### config.mk
export PLATFORM = sky130hd
export DESIGN_NAME = lrb_top
export DESIGN_NICKNAME = d
export VERILOG_FILES = /design/src/hw/lrb_pkg.sv /design/src/hw/lrb_access_if.sv /design/src/hw/lrb_op_decode.sv /design/src/hw/lrb_top.sv
export SDC_FILE = /design/constraint.sdc
export NUM_CORES = 1
export LEC_CHECK = 0
export BUFFER_PORTS_ARGS = -buffer_cell sky130_fd_sc_hd__buf_2
export CORE_MARGIN = 2
export CORE_UTILIZATION = 35
export CTS_CLUSTER_SIZE = 16
export DETAILED_ROUTE_END_ITERATION = 7
export PLACE_DENSITY = 0.63
export SYNTH_ARGS = -nofsm -noshare
export SYNTH_HDL_FRONTEND = slang
export SYNTH_SLANG_ARGS = --single-unit
### constraint.sdc
create_clock -name clk -period 3.55 [get_ports clk]
set_input_delay 0.355 -clock clk [delete_from_list [all_inputs] [get_ports clk]]
set_output_delay 0.355 -clock clk [all_outputs]
set_load 0.02 [all_outputs]
### src/hw/lrb_pkg.sv
// Package for the low I/O register bank: addresses, field masks and codes.
// Assumes a single 100 MHz clock domain shared with the processor core.
package lrb_pkg;

    localparam int unsigned ADDR_W = 5;
    localparam int unsigned DATA_W = 8;

    typedef logic [ADDR_W-1:0] lrb_addr_t;
    typedef logic [DATA_W-1:0] lrb_byte_t;

    localparam lrb_addr_t A_POWER_REDUCTION  = 5'h00;
    localparam lrb_addr_t A_ANALOG_DIG_DIS   = 5'h01;
    localparam lrb_addr_t A_RESERVED_02      = 5'h02;
    localparam lrb_addr_t A_CONV_CTRL_B      = 5'h03;
    localparam lrb_addr_t A_CONV_RESULT_LOW  = 5'h04;
    localparam lrb_addr_t A_CONV_RESULT_HIGH = 5'h05;
    localparam lrb_addr_t A_CONV_CTRL_A      = 5'h06;
    localparam lrb_addr_t A_CONV_CHAN_SEL    = 5'h07;
    localparam lrb_addr_t A_COMP_CTRL        = 5'h08;
    localparam lrb_addr_t A_RESERVED_09      = 5'h09;
    localparam lrb_addr_t A_RESERVED_0A      = 5'h0a;
    localparam lrb_addr_t A_T1_FLAGS         = 5'h0b;
    localparam lrb_addr_t A_T1_MASK          = 5'h0c;
    localparam lrb_addr_t A_SER_CTRL         = 5'h0d;
    localparam lrb_addr_t A_SER_STATUS       = 5'h0e;
    localparam lrb_addr_t A_SER_SHIFT        = 5'h0f;
    localparam lrb_addr_t A_SER_BUFFER       = 5'h10;
    localparam lrb_addr_t A_RESERVED_11      = 5'h11;
    localparam lrb_addr_t A_PIN_CHG_MASK     = 5'h12;
    localparam lrb_addr_t A_SCRATCH_0        = 5'h13;
    localparam lrb_addr_t A_SCRATCH_1        = 5'h14;
    localparam lrb_addr_t A_SCRATCH_2        = 5'h15;
    localparam lrb_addr_t A_PORTB_PINS       = 5'h16;
    localparam lrb_addr_t A_PORTB_DIR        = 5'h17;

    // Implemented bits of the masked registers; writable registers without an entry keep all eight bits.
    localparam lrb_byte_t M_POWER_REDUCTION = 8'h0f;
    localparam lrb_byte_t M_CONV_CTRL_B     = 8'hd7;
    localparam lrb_byte_t M_CONV_CTRL_A_RW  = 8'hef;
    localparam lrb_byte_t M_CONV_CTRL_A_W1C = 8'h10;
    localparam lrb_byte_t M_COMP_CTRL_RW    = 8'hcf;
    localparam lrb_byte_t M_COMP_CTRL_W1C   = 8'h10;
    localparam lrb_byte_t M_COMP_CTRL_OUT   = 8'h20;
    localparam lrb_byte_t M_T1_FLAGS        = 8'h27;
    localparam lrb_byte_t M_T1_MASK         = 8'h27;
    localparam lrb_byte_t M_SER_STATUS_W1C  = 8'he0;
    localparam lrb_byte_t M_SER_STATUS_RW   = 8'h0f;
    localparam lrb_byte_t M_SER_STATUS_RO   = 8'h10;
    localparam lrb_byte_t M_PORTB           = 8'h0f;
    localparam lrb_byte_t ZERO_BYTE         = 8'h00;

    // Operation codes issued by the core.
    typedef enum logic [5:0] {
        OP_IDLE       = 6'h01,
        OP_READ       = 6'h02,
        OP_WRITE      = 6'h04,
        OP_SET_BIT    = 6'h08,
        OP_CLEAR_BIT  = 6'h10,
        OP_TEST_BIT   = 6'h20
    } lrb_op_e;

endpackage

### src/hw/lrb_access_if.sv
// Interface carrying one decoded register access from the decoder to the bank.
// Assumes both ends share clk.
interface lrb_access_if;
    logic                    wr_en;
    lrb_pkg::lrb_addr_t      addr;
    lrb_pkg::lrb_byte_t      wr_data;
    lrb_pkg::lrb_byte_t      one_mask;
    logic                    w1c_enable;

    modport decoder (output wr_en, output addr, output wr_data, output one_mask,
                     output w1c_enable);
    modport bank    (input wr_en, input addr, input wr_data, input one_mask,
                     input w1c_enable);
endinterface

### src/hw/lrb_op_decode.sv
// Turns a core operation into a byte write with a per-bit clear-by-one mask.
// Assumes the core presents op, address, bit number and data for one cycle.
module lrb_op_decode (
    input  wire logic             op_valid,
    input  lrb_pkg::lrb_op_e      op,
    input  lrb_pkg::lrb_addr_t    addr,
    input  wire logic [2:0]       bit_sel,
    input  lrb_pkg::lrb_byte_t    wr_data,
    input  lrb_pkg::lrb_byte_t    cur_value,
    lrb_access_if.decoder         acc
);
    lrb_pkg::lrb_byte_t bit_onehot;

    always_comb begin
        bit_onehot     = lrb_pkg::lrb_byte_t'(1) << bit_sel;
        acc.addr       = addr;
        acc.wr_en      = 1'b0;
        acc.wr_data    = lrb_pkg::ZERO_BYTE;
        acc.one_mask   = lrb_pkg::ZERO_BYTE;
        acc.w1c_enable = 1'b0;
        if (op_valid) begin
            case (op)
                lrb_pkg::OP_WRITE: begin
                    acc.wr_en      = 1'b1;
                    acc.wr_data    = wr_data;
                    acc.one_mask   = wr_data;
                    acc.w1c_enable = 1'b1;
                end
                // Only the addressed bit is merged; flags elsewhere see no one.
                lrb_pkg::OP_SET_BIT: begin
                    acc.wr_en      = 1'b1;
                    acc.wr_data    = cur_value | bit_onehot;
                    acc.one_mask   = bit_onehot;
                    acc.w1c_enable = 1'b1;
                end
                lrb_pkg::OP_CLEAR_BIT: begin
                    acc.wr_en      = 1'b1;
                    acc.wr_data    = cur_value & ~bit_onehot;
                    acc.one_mask   = lrb_pkg::ZERO_BYTE;
                    acc.w1c_enable = 1'b0;
                end
                default: begin
                    acc.wr_en = 1'b0;
                end
            endcase
        end
    end
endmodule

### src/hw/lrb_top.sv
// Low I/O register bank: read, write, bit set, bit clear and bit test.
// Assumes the core drives one operation per cycle in the clk domain and
// that peripheral status inputs are synchronous to clk except port pins.
module lrb_top (
    input  wire logic               clk,
    input  wire logic               srst,
    input  wire logic               op_valid,
    input  lrb_pkg::lrb_op_e        op,
    input  wire logic [5:0]         io_addr,
    input  wire logic [2:0]         bit_sel,
    input  lrb_pkg::lrb_byte_t      wr_data,
    output lrb_pkg::lrb_byte_t      rd_data,
    output logic                    skip_next,
    input  wire logic [3:0]         portb_pins,
    input  lrb_pkg::lrb_byte_t      conv_result_low,
    input  lrb_pkg::lrb_byte_t      conv_result_high,
    input  lrb_pkg::lrb_byte_t      ser_buffer,
    input  wire logic               conv_done_evt,
    input  wire logic               comp_evt,
    input  wire logic               comp_out,
    input  lrb_pkg::lrb_byte_t      t1_flag_evt,
    input  wire logic [2:0]         ser_flag_evt,
    input  wire logic               ser_busy,
    output lrb_pkg::lrb_byte_t      power_reduction,
    output lrb_pkg::lrb_byte_t      analog_input_digital_disable,
    output lrb_pkg::lrb_byte_t      converter_control_a,
    output lrb_pkg::lrb_byte_t      converter_control_b,
    output lrb_pkg::lrb_byte_t      converter_channel_select,
    output lrb_pkg::lrb_byte_t      comparator_control,
    output lrb_pkg::lrb_byte_t      timer1_interrupt_flags,
    output lrb_pkg::lrb_byte_t      timer1_interrupt_mask,
    output lrb_pkg::lrb_byte_t      serial_iface_control,
    output lrb_pkg::lrb_byte_t      serial_iface_status,
    output lrb_pkg::lrb_byte_t      serial_iface_shift_data,
    output lrb_pkg::lrb_byte_t      pin_change_mask_low,
    output lrb_pkg::lrb_byte_t      portb_direction
);

    ////////////////////////////////////////////////////////////////////////////

    typedef struct packed {
        lrb_pkg::lrb_byte_t power_reduction;
        lrb_pkg::lrb_byte_t analog_dis;
        lrb_pkg::lrb_byte_t conv_ctrl_b;
        lrb_pkg::lrb_byte_t conv_ctrl_a;
        lrb_pkg::lrb_byte_t conv_chan;
        lrb_pkg::lrb_byte_t comp_ctrl;
        lrb_pkg::lrb_byte_t t1_flags;
        lrb_pkg::lrb_byte_t t1_mask;
        lrb_pkg::lrb_byte_t ser_ctrl;
        lrb_pkg::lrb_byte_t ser_status;
        lrb_pkg::lrb_byte_t ser_shift;
        lrb_pkg::lrb_byte_t pin_mask;
        lrb_pkg::lrb_byte_t scratch0;
        lrb_pkg::lrb_byte_t scratch1;
        lrb_pkg::lrb_byte_t scratch2;
        lrb_pkg::lrb_byte_t portb_dir;
        logic [3:0]         pins_meta;
        logic [3:0]         pins_sync;
        lrb_pkg::lrb_byte_t rd_data;
        logic               skip;
    } lrb_state_s;

    lrb_state_s         st_reg;
    lrb_state_s         st_next;
    lrb_pkg::lrb_byte_t cur_value;
    lrb_pkg::lrb_addr_t low_addr;
    logic               in_range;
    logic               dec_valid;

    lrb_access_if acc ();

    ////////////////////////////////////////////////////////////////////////////

    // Reads assemble implemented bits only; reserved bits and holes are zero.
    function automatic lrb_pkg::lrb_byte_t read_reg(input lrb_state_s s,
                                                    input lrb_pkg::lrb_addr_t a,
                                                    input lrb_pkg::lrb_byte_t lo,
                                                    input lrb_pkg::lrb_byte_t hi,
                                                    input lrb_pkg::lrb_byte_t sb,
                                                    input logic co,
                                                    input logic bsy);
        lrb_pkg::lrb_byte_t v;
        v = lrb_pkg::ZERO_BYTE;
        if (a == lrb_pkg::A_POWER_REDUCTION) begin
            v = s.power_reduction;
        end else if (a == lrb_pkg::A_ANALOG_DIG_DIS) begin
            v = s.analog_dis;
        end else if (a == lrb_pkg::A_CONV_CTRL_B) begin
            v = s.conv_ctrl_b;
        end else if (a == lrb_pkg::A_CONV_RESULT_LOW) begin
            v = lo;
        end else if (a == lrb_pkg::A_CONV_RESULT_HIGH) begin
            v = hi;
        end else if (a == lrb_pkg::A_CONV_CTRL_A) begin
            v = s.conv_ctrl_a;
        end else if (a == lrb_pkg::A_CONV_CHAN_SEL) begin
            v = s.conv_chan;
        end else if (a == lrb_pkg::A_COMP_CTRL) begin
            v = (s.comp_ctrl & ~lrb_pkg::M_COMP_CTRL_OUT)
                | (co ? lrb_pkg::M_COMP_CTRL_OUT : lrb_pkg::ZERO_BYTE);
        end else if (a == lrb_pkg::A_T1_FLAGS) begin
            v = s.t1_flags;
        end else if (a == lrb_pkg::A_T1_MASK) begin
            v = s.t1_mask;
        end else if (a == lrb_pkg::A_SER_CTRL) begin
            v = s.ser_ctrl;
        end else if (a == lrb_pkg::A_SER_STATUS) begin
            v = (s.ser_status & ~lrb_pkg::M_SER_STATUS_RO)
                | (bsy ? lrb_pkg::M_SER_STATUS_RO : lrb_pkg::ZERO_BYTE);
        end else if (a == lrb_pkg::A_SER_SHIFT) begin
            v = s.ser_shift;
        end else if (a == lrb_pkg::A_SER_BUFFER) begin
            v = sb;
        end else if (a == lrb_pkg::A_PIN_CHG_MASK) begin
            v = s.pin_mask;
        end else if (a == lrb_pkg::A_SCRATCH_0) begin
            v = s.scratch0;
        end else if (a == lrb_pkg::A_SCRATCH_1) begin
            v = s.scratch1;
        end else if (a == lrb_pkg::A_SCRATCH_2) begin
            v = s.scratch2;
        end else if (a == lrb_pkg::A_PORTB_PINS) begin
            v = {4'h0, s.pins_sync};
        end else if (a == lrb_pkg::A_PORTB_DIR) begin
            v = s.portb_dir;
        end
        return v;
    endfunction

    // Flag update: hardware set wins over a clear by one in the same cycle.
    function automatic lrb_pkg::lrb_byte_t w1c(input lrb_pkg::lrb_byte_t cur,
                                               input lrb_pkg::lrb_byte_t ones,
                                               input lrb_pkg::lrb_byte_t fmask,
                                               input lrb_pkg::lrb_byte_t evt);
        return ((cur & ~(ones & fmask)) | evt) & fmask;
    endfunction

    // Ordinary field update limited to implemented bits.
    function automatic lrb_pkg::lrb_byte_t rw(input lrb_pkg::lrb_byte_t cur,
                                              input lrb_pkg::lrb_byte_t d,
                                              input lrb_pkg::lrb_byte_t fmask);
        return (cur & ~fmask) | (d & fmask);
    endfunction

    ////////////////////////////////////////////////////////////////////////////

    assign in_range  = (io_addr[5] == 1'b0);
    assign low_addr  = io_addr[4:0];
    assign dec_valid = op_valid & in_range;
    assign cur_value = read_reg(st_reg, low_addr, conv_result_low, conv_result_high,
                                ser_buffer, comp_out, ser_busy);

    lrb_op_decode u_decode (
        .op_valid  (dec_valid),
        .op        (op),
        .addr      (low_addr),
        .bit_sel   (bit_sel),
        .wr_data   (wr_data),
        .cur_value (cur_value),
        .acc       (acc)
    );

    ////////////////////////////////////////////////////////////////////////////

    always_comb begin
        lrb_pkg::lrb_byte_t ones;
        lrb_pkg::lrb_byte_t d;
        st_next = st_reg;
        ones    = acc.w1c_enable ? acc.one_mask : lrb_pkg::ZERO_BYTE;
        d       = acc.wr_data;
        st_next.pins_meta = portb_pins;
        st_next.pins_sync = st_reg.pins_meta;
        st_next.skip      = 1'b0;

        // Peripheral events always land; writes below merge with them.
        st_next.conv_ctrl_a = w1c(st_reg.conv_ctrl_a, ZERO(), lrb_pkg::M_CONV_CTRL_A_W1C,
                                  conv_done_evt ? lrb_pkg::M_CONV_CTRL_A_W1C : ZERO())
                              | (st_reg.conv_ctrl_a & lrb_pkg::M_CONV_CTRL_A_RW);
        st_next.comp_ctrl   = w1c(st_reg.comp_ctrl, ZERO(), lrb_pkg::M_COMP_CTRL_W1C,
                                  comp_evt ? lrb_pkg::M_COMP_CTRL_W1C : ZERO())
                              | (st_reg.comp_ctrl & lrb_pkg::M_COMP_CTRL_RW);
        st_next.t1_flags    = w1c(st_reg.t1_flags, ZERO(), lrb_pkg::M_T1_FLAGS, t1_flag_evt);
        st_next.ser_status  = w1c(st_reg.ser_status, ZERO(), lrb_pkg::M_SER_STATUS_W1C,
                                  {ser_flag_evt, 5'h00})
                              | (st_reg.ser_status & lrb_pkg::M_SER_STATUS_RW);

        if (acc.wr_en) begin
            if (acc.addr == lrb_pkg::A_POWER_REDUCTION) begin
                st_next.power_reduction = d & lrb_pkg::M_POWER_REDUCTION;
            end else if (acc.addr == lrb_pkg::A_ANALOG_DIG_DIS) begin
                st_next.analog_dis = d;
            end else if (acc.addr == lrb_pkg::A_CONV_CTRL_B) begin
                st_next.conv_ctrl_b = d & lrb_pkg::M_CONV_CTRL_B;
            end else if (acc.addr == lrb_pkg::A_CONV_CTRL_A) begin
                st_next.conv_ctrl_a = rw(w1c(st_reg.conv_ctrl_a, ones,
                                        lrb_pkg::M_CONV_CTRL_A_W1C,
                                        conv_done_evt ? lrb_pkg::M_CONV_CTRL_A_W1C : ZERO()),
                                        d, lrb_pkg::M_CONV_CTRL_A_RW);
            end else if (acc.addr == lrb_pkg::A_CONV_CHAN_SEL) begin
                st_next.conv_chan = d;
            end else if (acc.addr == lrb_pkg::A_COMP_CTRL) begin
                st_next.comp_ctrl = rw(w1c(st_reg.comp_ctrl, ones,
                                      lrb_pkg::M_COMP_CTRL_W1C,
                                      comp_evt ? lrb_pkg::M_COMP_CTRL_W1C : ZERO()),
                                      d, lrb_pkg::M_COMP_CTRL_RW);
            end else if (acc.addr == lrb_pkg::A_T1_FLAGS) begin
                st_next.t1_flags = w1c(st_reg.t1_flags, ones, lrb_pkg::M_T1_FLAGS,
                                       t1_flag_evt);
            end else if (acc.addr == lrb_pkg::A_T1_MASK) begin
                st_next.t1_mask = d & lrb_pkg::M_T1_MASK;
            end else if (acc.addr == lrb_pkg::A_SER_CTRL) begin
                st_next.ser_ctrl = d;
            end else if (acc.addr == lrb_pkg::A_SER_STATUS) begin
                st_next.ser_status = rw(w1c(st_reg.ser_status, ones,
                                       lrb_pkg::M_SER_STATUS_W1C, {ser_flag_evt, 5'h00}),
                                       d, lrb_pkg::M_SER_STATUS_RW);
            end else if (acc.addr == lrb_pkg::A_SER_SHIFT) begin
                st_next.ser_shift = d;
            end else if (acc.addr == lrb_pkg::A_PIN_CHG_MASK) begin
                st_next.pin_mask = d;
            end else if (acc.addr == lrb_pkg::A_SCRATCH_0) begin
                st_next.scratch0 = d;
            end else if (acc.addr == lrb_pkg::A_SCRATCH_1) begin
                st_next.scratch1 = d;
            end else if (acc.addr == lrb_pkg::A_SCRATCH_2) begin
                st_next.scratch2 = d;
            end else if (acc.addr == lrb_pkg::A_PORTB_DIR) begin
                st_next.portb_dir = d & lrb_pkg::M_PORTB;
            end
            // Reserved and read-only addresses fall through untouched.
        end

        if (op_valid && op == lrb_pkg::OP_READ) begin
            st_next.rd_data = in_range ? cur_value : lrb_pkg::ZERO_BYTE;
        end
        if (dec_valid && op == lrb_pkg::OP_TEST_BIT) begin
            // Skip when the selected bit equals the polarity in wr_data bit 0.
            st_next.skip = (cur_value[bit_sel] == wr_data[0]);
        end

        if (srst) begin
            st_next = '0;
        end
    end

    function automatic lrb_pkg::lrb_byte_t ZERO();
        return lrb_pkg::ZERO_BYTE;
    endfunction

    always_ff @(posedge clk) begin
        st_reg <= st_next;
    end

    ////////////////////////////////////////////////////////////////////////////

    assign rd_data                      = st_reg.rd_data;
    assign skip_next                    = st_reg.skip;
    assign power_reduction              = st_reg.power_reduction;
    assign analog_input_digital_disable = st_reg.analog_dis;
    assign converter_control_a          = st_reg.conv_ctrl_a;
    assign converter_control_b          = st_reg.conv_ctrl_b;
    assign converter_channel_select     = st_reg.conv_chan;
    assign comparator_control           = st_reg.comp_ctrl;
    assign timer1_interrupt_flags       = st_reg.t1_flags;
    assign timer1_interrupt_mask        = st_reg.t1_mask;
    assign serial_iface_control         = st_reg.ser_ctrl;
    assign serial_iface_status          = st_reg.ser_status;
    assign serial_iface_shift_data      = st_reg.ser_shift;
    assign pin_change_mask_low          = st_reg.pin_mask;
    assign portb_direction              = st_reg.portb_dir;

endmodule

==> results of run 1 <==
==> stage by stage <==
| step | util [%] | setup slack (ns) | power, W | cell area [µm²] |
|---|---|---|---|---|
| 2_1_floorplan | - | 0.997 | 0.00173 | 7770 |
| 3_3_place_gp | 37.2 | 0.360 | 0.00185 | 8060 |
| 3_5_place_dp | 37.2 | 0.338 | 0.00185 | 8060 |
| 4_1_cts | 40.0 | 0.800 | 0.00366 | 8680 |
| 5_1_grt | 40.0 | 0.607 | 0.00376 | 8680 |
| 6_report | 40.0 | 0.744 | 0.00365 | 8680 |
==> per-layer routing <==
layer  GRT usage [%]  vias to the layer above
li1                -                     3380
met1            32.1                     3404
met2            37.1                      309
met3            4.61                       48
met4            9.43                        0
met5               0                        -
==> power by group <==
part           internal [W]  leakage, nW  switching [W]  total [W]
Clock               0.00112        0.299       0.000710    0.00183
Sequential          0.00142         1.01      0.0000124    0.00143
Combinational      0.000136         2.02       0.000262   0.000399
==> worst max-delay path: stages <==
cell	delay [ns]
buf_2	0.39
nand2b_1	0.37
nor2_1	0.16
or4b_1	0.47
a41o_1	0.26
a21oi_4	0.20
o311ai_1	0.14
a2111oi_2	0.53
xor2_1	0.18
nor2_1	0.05
==> final timing paths <==
kind	startpoint	endpoint	slack, ns
hold / removal	conv_done_evt	converter_control_a[4]$_SDFF_PP0_	0.13
setup reg to reg	serial_iface_control[1]$_SDFFE_PP0P_	skip_next$_SDFF_PP0_	0.94
hold reg to reg	st_reg[14]$_SDFF_PP0_	st_reg[10]$_SDFF_PP0_	0.43
setup / recovery	io_addr[4]	skip_next$_SDFF_PP0_	0.74
==> layout make-up <==
cell class                      instances  area [µm²]  share of cell area [%]
Sequential cell                       125        2500                    28.8
Multi-Input combinational cell        635        4000                    46.1
Tap cell                              280         350                    4.04
Inverter                               11        41.3                   0.476
Timing Repair Buffer                  203        1170                    13.5
Clock buffer                           17         425                    4.90
Clock inverter                         15         186                    2.15
==> synthesized netlist by cell type (5+ instances only) <==
| master | instances |
|---|---|
| nor2_1 | 146 |
| dfxtp_1 | 125 |
| buf_4 | 119 |
| a211oi_1 | 82 |
| a21oi_1 | 58 |
| nand2_1 | 37 |
| clkbuf_1 | 31 |
| o21ai_0 | 27 |
| buf_2 | 24 |
| nor2b_1 | 21 |
| nor3_1 | 21 |
| nand3_1 | 18 |
| a211oi_2 | 15 |
| nand2b_1 | 15 |
| mux2i_1 | 13 |
| mux2_2 | 11 |
| a22oi_1 | 10 |
| buf_6 | 10 |
| inv_1 | 10 |
| nor4_1 | 8 |
| o21a_1 | 6 |
| o221ai_1 | 5 |
==> logic make-up after synthesis <==
group	share of synthesized area [%]
AOI/OAI and AO/OA	26.2
xor gates and xnor gates	0.114
buffers and inverters	16.7
DFF	32.5
muxes	3.30
other	0.0487
and+or+nand+nor	21.2
==> impl_metrics.ini, run 1 <==
[worst_hold_path]
hold_class = in -> reg
hold_path_depth = 3

[synth]
yosysTopAreaCellShare_pct = 32.5
synth-edff-count = 0
syn_inst = 936
yosysUniqueCellTypes = 87
synth.area.top_cells = dfxtp_1, buf_4, a211oi_1
ys_ff_latch = 125
synth_area_per_cell_um2 = 8.23
ys_warn_count = 0
syn_area_um2 = 7700
seq_area_frac_synth_pct = 32.5
synth_top_area_cell = dfxtp_1
synthFlopType = dfxtp_1
synthArstFlopShare_pct = 0

[timing]
fin_hold_ws_ns = 0.131
finalHoldViolations = 0
finalSetupViolCount = 0
period_needed_ns = 2.81
tightestPinTransition_ns = 1.17
fmax_mhz = 356
drv_slew = 0
setup_tns_ns = 0
rsz0062_at_grt = no
fin_worst_skew_ns = 0.00922
slew_headroom_pct = 21.6
layout_worst_path_cycle_share_pct = 79.0

[grt]
track_usage_pct = 23.7
grt_max_degree = 69
first_global_vias = 6617
grt_overflow = 0
grt_pass1_wl_um = 41800
antenna_found_initial = 0

[routing]
vias = 7141
drtAntennaViolNets = 0
first_pass_iters = 5
met3_length_um = 2070
highest_layer = met4
via_per_inst = 5.55
wl_met2_um = 12800
wl_per_cell_um = 21.8
met1Wirelength_um = 12300
drc_errors = 0
routed_wl_um = 28000
drt_iter0_markers = 666

[setup_path]
endpoint_kind = flip-flop
crit_arrival_ns = 3.13
crit_required_ns = 3.88
crit_path_start_kind = primary input
cp_max_fo = 24
critPathKind = in -> reg
reg2reg_depth = 9

[placed_design]
io_buffer_count = 157
dp_hpwl_um = 21200
dp_cells = 1254
gp_congestion = 1.00

[floorplanning]
fp.dieW_um = 152
dieHeight_um = 152
core.rowCount = 54
initial_core_util_pct = 35.5
die-area_um2 = 23200
ios = 182
core_area_um2 = 21700

[layout]
diodes = 0
final_cell_mix = buf_2, nor2_1, dfxtp_1, a211oi_1, a21oi_1
largest_reg_flops = 32
final_nets = 1062
stdcell_count = 1286
num-fill-cells = 2247
area_growth_pct = 12.7
layout-drive-gt1-share_pct = 29.2
final_common_cell = buf_2

[clock_tree]
cts_hold_buf = 0
htreeDepth = 4
clock_path_buffers = 2
cts.sinks = 125
cts_inserted_buffers = 17
cts_tree = built
path_clk_slew_ns = 0.06
post_cts_resized = 0
cts-root-buf = clkbuf_16
clk_latency_ns = 0.43
post-cts-setup-buffers = 0

[pwr]
p_per_area_nw_per_um2 = 421
vdd_drop_max_uv = 285
p_leak_nw = 3.33

[status]
outcome = finished clean

[flow_run]
cap_violations = 0
No activity file was read; power rests on OpenSTA's default activity.
==> run 2, diff against run 1 <==
- ABC_AREA: unset -> 1
- clock period: 3.55 -> 2.7 ns (I/O delays scaled with it)
==> run 2 against run 1 <==
  * Combinational power is 15% higher
  * Count of clock-buffer cells in the layout is 1 higher
  * Highest routed layer unchanged
  * First-iteration DRC count fell by 10%
  * Core utilization grew 2.6 points
  * Critical endpoint is now converter_control_a[0]$_SDFFE_PP0P_
  * Largest power group unchanged
  * Total power up 32%
  * Register-to-register slack lost 0.55 ns
==> impl_metrics.ini, run 2 <==
[status]
outcome = finished clean

[layout]
final_area_um2 = 9250
num-fill-cells = 2280
final_cell_mix = inv_1, nand2_1, buf_2, a21oi_1, dfxtp_1
layout-drive-gt1-share_pct = 26.3
final_common_cell = inv_1
diodes = 0
area_growth_pct = 20.7
largest_reg_flops = 32
utilization_pct = 42.7
final_nets = 1373
regArea_um2 = 2500
multi_input_area_um2 = 3350

[pwr]
p_seq_share_pct = 38.9
p_sw_w = 0.00123
sw_frac_of_total_pct = 25.6
finalPower_w = 0.00482
p_per_area_nw_per_um2 = 521
power.share.combinational_pct = 9.5
vdd_drop_max_uv = 415
pwr-share-clk_pct = 51.6
p_int_w = 0.00359
p_leak_nw = 4.82

[setup_path]
crit_required_ns = 3.02
crit_path_start_kind = primary input
reg2reg_slack_ns = 0.39
cp_max_fo = 6
critPathKind = in -> reg
endpoint_kind = flip-flop
crit_arrival_ns = 2.77

[worst_hold_path]
hold_class = in -> reg

[placed_design]
dp_hpwl_um = 20400
gp_congestion = 0.933
placed_cell_area_um2 = 8620
pre_cts_ws_ns = -0.164
io_buffer_count = 157

[flow_run]
cap_violations = 0

[grt]
track_usage_pct = 22.1
grt_pass1_wl_um = 39400
first_global_vias = 6983
antenna_found_initial = 0
grt_overflow = 0
grt_max_degree = 95

[floorplanning]
fp.dieW_um = 152
core.rowCount = 54
die-area_um2 = 23100
dieHeight_um = 152
initial_core_util_pct = 35.3
core_area_um2 = 21700
ios = 182

[synth]
yosysUniqueCellTypes = 38
synth_area_per_cell_um2 = 6.58
synth_top_area_cell = dfxtp_1
seq_area_frac_synth_pct = 32.7
synthFlopType = dfxtp_1
synth.area.top_cells = dfxtp_1, buf_4, inv_1
synth.most_common_cell = inv_1
ys_ff_latch = 125
yosysTopAreaCellShare_pct = 32.7
synthArstFlopShare_pct = 0
syn_area_um2 = 7660
synth-edff-count = 0
synth.top_cells.by_count = inv_1, nand2_1, a21oi_1
syn_inst = 1165
ys_warn_count = 0

[timing]
slew_headroom_pct = 28.0
fin_worst_skew_ns = 0.00926
setup_tns_ns = 0
rsz0062_at_grt = no
drv_slew = 0
layout_worst_path_cycle_share_pct = 90.5
tightestPinTransition_ns = 1.08
finalHoldViolations = 0
fin_ws_ns = 0.258
finalSetupViolCount = 0
period_needed_ns = 2.44
fmax_mhz = 409

[clock_tree]
cts_tree = built
path_clk_slew_ns = 0.06
post-cts-setup-buffers = 0
post_cts_resized = 0
clock_path_buffers = 2
clk_latency_ns = 0.43
htreeDepth = 4
cts-root-buf = clkbuf_16
cts_inserted_buffers = 17
cts_hold_buf = 0
cts.sinks = 125

[routing]
vias = 7551
routed_wl_um = 25900
drtAntennaViolNets = 0
wl_per_cell_um = 16.2
via_per_inst = 4.73
first_pass_iters = 5
drt_iter0_markers = 597
drc_errors = 0
==> run 2: power groups by stage <==
| stage | clock, W | combinational (W) | sequential (W) |
|---|---|---|---|
| CTS | 0.00251 | 0.000454 | 0.00188 |
| global placement | 0 | 0.000450 | 0.00192 |
| floorplan | 0 | 0.000279 | 0.00191 |
| detailed placement | 0 | 0.000452 | 0.00192 |
| finish | 0.00249 | 0.000458 | 0.00188 |
| global route | 0.00259 | 0.000498 | 0.00188 |
==> run 2: metal layers <==
metal	track usage (%)	routed length (µm)	part of all wire (%)
met1	29.9	11500	44
met2	36.3	12200	47
met3	3.31	1680	6.5
met4	6.63	470	1.8
met5	0	0	0
==> run 2: worst paths after layout <==
check | startpoint | to | cells past startpoint
setup reg to reg | portb_direction[0]$_SDFFE_PP0P_ | converter_control_a[0]$_SDFFE_PP0P_ | 21
setup / recovery | io_addr[1] | converter_control_a[0]$_SDFFE_PP0P_ | 21
hold reg to reg | st_reg[15]$_SDFF_PP0_ | st_reg[11]$_SDFF_PP0_ | 2
hold / removal | portb_pins[1] | st_reg[14]$_SDFF_PP0_ | 3
==> run 2: cells by family (layout without fill, tap and decap cells) <==
family | after synthesis | in the layout | synth area share, %
buffers and inverters | 379 | 512 | 24.5
and+or+nand+nor | 366 | 366 | 22.2
AOI/OAI and AO/OA | 294 | 294 | 20.5
DFF | 125 | 125 | 32.7
other | 1 | 20 | 0.0489
==> run 2: stage by stage <==
stage / std cells / hold slack (ns)
final: 1597 / 0.0427
after global placement: 1565 / 0.398
after floorplan: 1184 / 0.377
after global routing: 1597 / 0.0674
after detailed placement: 1565 / 0.398
after CTS: 1597 / 0.0381
==> run 2: worst max-delay path, stage by stage <==
cell     delay (ns)
buf_2          0.12
nor2_1         0.26
inv_2          0.08
nor2_1         0.22
buf_4          0.16
inv_2          0.04
nor2_2         0.16
inv_1          0.09
o22ai_1        0.12
nor2_1         0.05
nand2_1        0.06
nand3_1        0.06
nand2_1        0.08
nand2_1        0.07
nand2_1        0.12
nand3_1        0.08
nand2_1        0.07
nand2_1        0.20
buf_4          0.25
o21ai_1        0.12
inv_1          0.05
==> run 2: area by class of cell <==
type,instances,area share [%]
Clock inverter,14,2.10
Tap cell,280,3.79
Sequential cell,125,27.1
Timing Repair Buffer,244,16.5
Multi-Input combinational cell,680,36.2
Inverter,236,9.58
Clock buffer,18,4.75
==> run 3, diff against run 2 <==
- CTS_BUF_LIST: unset -> sky130_fd_sc_hd__clkbuf_8
- PLACE_DENSITY: 0.63 -> 0.65
- clock period: 2.7 -> 2.2 ns (I/O delays scaled with it)
==> run 3 against run 2 <==
  * Cell count increased by 4.5%
  * First-iteration DRC count increased by 22%
  * Via count increased by 7.1%
  * Sequential power increased by 22%
  * Non-clock buffer count increased by 71
  * Hold slack got worse by 0.019 ns
  * Die area unchanged
  * Sequential cell count unchanged
  * Sequential share of layout area decreased by 2.0 points
  * Critical path depth decreased by 2
  * Register-to-register slack got worse by 0.29 ns
==> impl_metrics.ini, run 3 (same netlist as run 2, synthesis figures left out) <==
[status]
outcome = finished clean

[pwr]
p_seq_share_pct = 43.8
power.share.combinational_pct = 12.9
finalPower_w = 0.00525
p_leak_nw = 5.16
p_int_w = 0.00371
sw_frac_of_total_pct = 29.4
p_sw_w = 0.00154
p_per_area_nw_per_um2 = 524
vdd_drop_max_uv = 352
pwr-share-clk_pct = 43.3

[setup_path]
endpoint_kind = flip-flop
reg2reg_slack_ns = 0.10
crit_end = pin_change_mask_low[4]$_SDFFE_PP0P_
crit_arrival_ns = 2.52
reg2reg_to = pin_change_mask_low[4]$_SDFFE_PP0P_
cp_max_fo = 8
r2r-start = st_reg[37]$_SDFFE_PP0P_
crit_required_ns = 2.55
crit_path_start_kind = primary input
reg2reg_depth = 14
crit_path_start = io_addr[4]
critPathKind = in -> reg

[timing]
finalSetupViolCount = 0
fin_hold_ws_ns = 0.0233
drv_slew = 0
slew_headroom_pct = 60.8
rsz0062_at_grt = yes
layout_worst_path_cycle_share_pct = 98.8
finalHoldViolations = 0
fin_worst_skew_ns = 0.0115
period_needed_ns = 2.17
fin_ws_ns = 0.0260
fmax_mhz = 460
tightestPinTransition_ns = 0.586

[routing]
drc_errors = 0
routed_wl_um = 28400
drtAntennaViolNets = 0
via_per_inst = 4.84
first_pass_iters = 5
drt_iter0_markers = 729
wl_per_cell_um = 17.0
vias = 8084

[layout]
final_nets = 1445
final_common_cell = inv_1
final_cell_mix = inv_1, nand2_1, buf_2, buf_4, a21oi_1
multi_input_area_um2 = 3650
area_growth_pct = 30.7
regArea_um2 = 2510
utilization_pct = 46.2
layout-drive-gt1-share_pct = 35.1
largest_reg_flops = 32
diodes = 0
num-fill-cells = 2275
final_area_um2 = 10000

[grt]
grt_max_degree = 60
antenna_found_initial = 0
grt_pass1_wl_um = 41900
track_usage_pct = 23.4
first_global_vias = 7415
grt_overflow = 0

[flow_run]
cap_violations = 0

[floorplanning]
core.rowCount = 54
core_area_um2 = 21700
fp.dieW_um = 152
die-area_um2 = 23100
dieHeight_um = 152
ios = 182
initial_core_util_pct = 35.3

[placed_design]
placed_cell_area_um2 = 8980
gp_congestion = 0.945
dp_hpwl_um = 22200
pre_cts_ws_ns = -0.508
io_buffer_count = 157

[clock_tree]
cts.sinks = 125
htreeDepth = 4
clock_path_buffers = 2
cts_inserted_buffers = 17
cts-root-buf = clkbuf_8
clk_latency_ns = 0.46
cts_tree = built
path_clk_slew_ns = 0.08

[worst_hold_path]
hold_start = t1_flag_evt[0]
hold_class = in -> reg
[run 3: metal layers]
layer / up-vias / routed length, µm / GRT usage [%]
met2: 361 / 13100 / 37.4
met4: 0 / 970 / 8.41
li1: 3958 / - / -
met5: - / 0 / 0
met1: 3714 / 12500 / 32.2
met3: 51 / 1890 / 3.59
[run 3: per-stage QoR]
| stage | TNS, ns | instances |
|---|---|---|
| 3_3_place_gp | -39.55 | 1609 |
| 6_report | 0 | 1669 |
| 2_1_floorplan | 0 | 1184 |
| 5_1_grt | -0.321 | 1669 |
| 3_5_place_dp | -38.96 | 1609 |
| 4_1_cts | 0 | 1654 |
[run 3: worst min-delay path by stage]
stage                                                      end  slack [ns]  cells after the start
after floorplan                          st_reg[13]$_SDFF_PP0_        0.33                      2
after global placement                   st_reg[12]$_SDFF_PP0_        0.40                      2
after detailed placement                  st_reg[9]$_SDFF_PP0_        0.40                      2
after CTS                 timer1_interrupt_flags[0]$_SDFF_PP0_       0.001                      3
after global routing         serial_iface_status[5]$_SDFF_PP0_        0.02                      3
final                     timer1_interrupt_flags[0]$_SDFF_PP0_        0.02                      3
[run 3: timing repair]
| item | in CTS | in global routing |
|---|---|---|
| buffers inserted | 4 | 14 |
| endpoints found under the hold margin | 9 | 0 |
| endpoints found under the setup margin | 21 | 99 |
| gates cloned | 0 | 1 |
| pin swaps | 4 | 34 |
| hold buffers | 9 | 0 |
| resized for setup | 9 | 125 |
[run 3: critical path: stages]
cell      delay [ns]
clkbuf_4        0.19
inv_2           0.10
buf_4           0.16
nand3_4         0.14
nand2_2         0.14
buf_4           0.16
a21oi_2         0.12
nand3_1         0.09
nand3_1         0.12
nand3_1         0.12
nand2_1         0.11
nand3_1         0.13
nand2_1         0.11
nand2_1         0.05
nand2_1         0.07
nand2_2         0.11
buf_4           0.18
o21ai_0         0.14
inv_1           0.06
[run 3: area by class of cell]
type / instances / area share [%]
Multi-Input combinational cell: 681 / 36.5
Sequential cell: 125 / 25.1
Timing Repair Buffer: 315 / 21.6
Inverter: 236 / 8.98
Tap cell: 280 / 3.50
Clock buffer: 17 / 2.34
Clock inverter: 15 / 2.01
[run 3: power groups by stage]
| stage | clock network [W] | logic, W | registers, W |
|---|---|---|---|
| 2_1_floorplan | 0 | 0.000342 | 0.00234 |
| 3_3_place_gp | 0 | 0.000597 | 0.00235 |
| 3_5_place_dp | 0 | 0.000597 | 0.00235 |
| 4_1_cts | 0.00231 | 0.000623 | 0.00230 |
| 5_1_grt | 0.00240 | 0.000729 | 0.00230 |
| 6_report | 0.00227 | 0.000679 | 0.00230 |
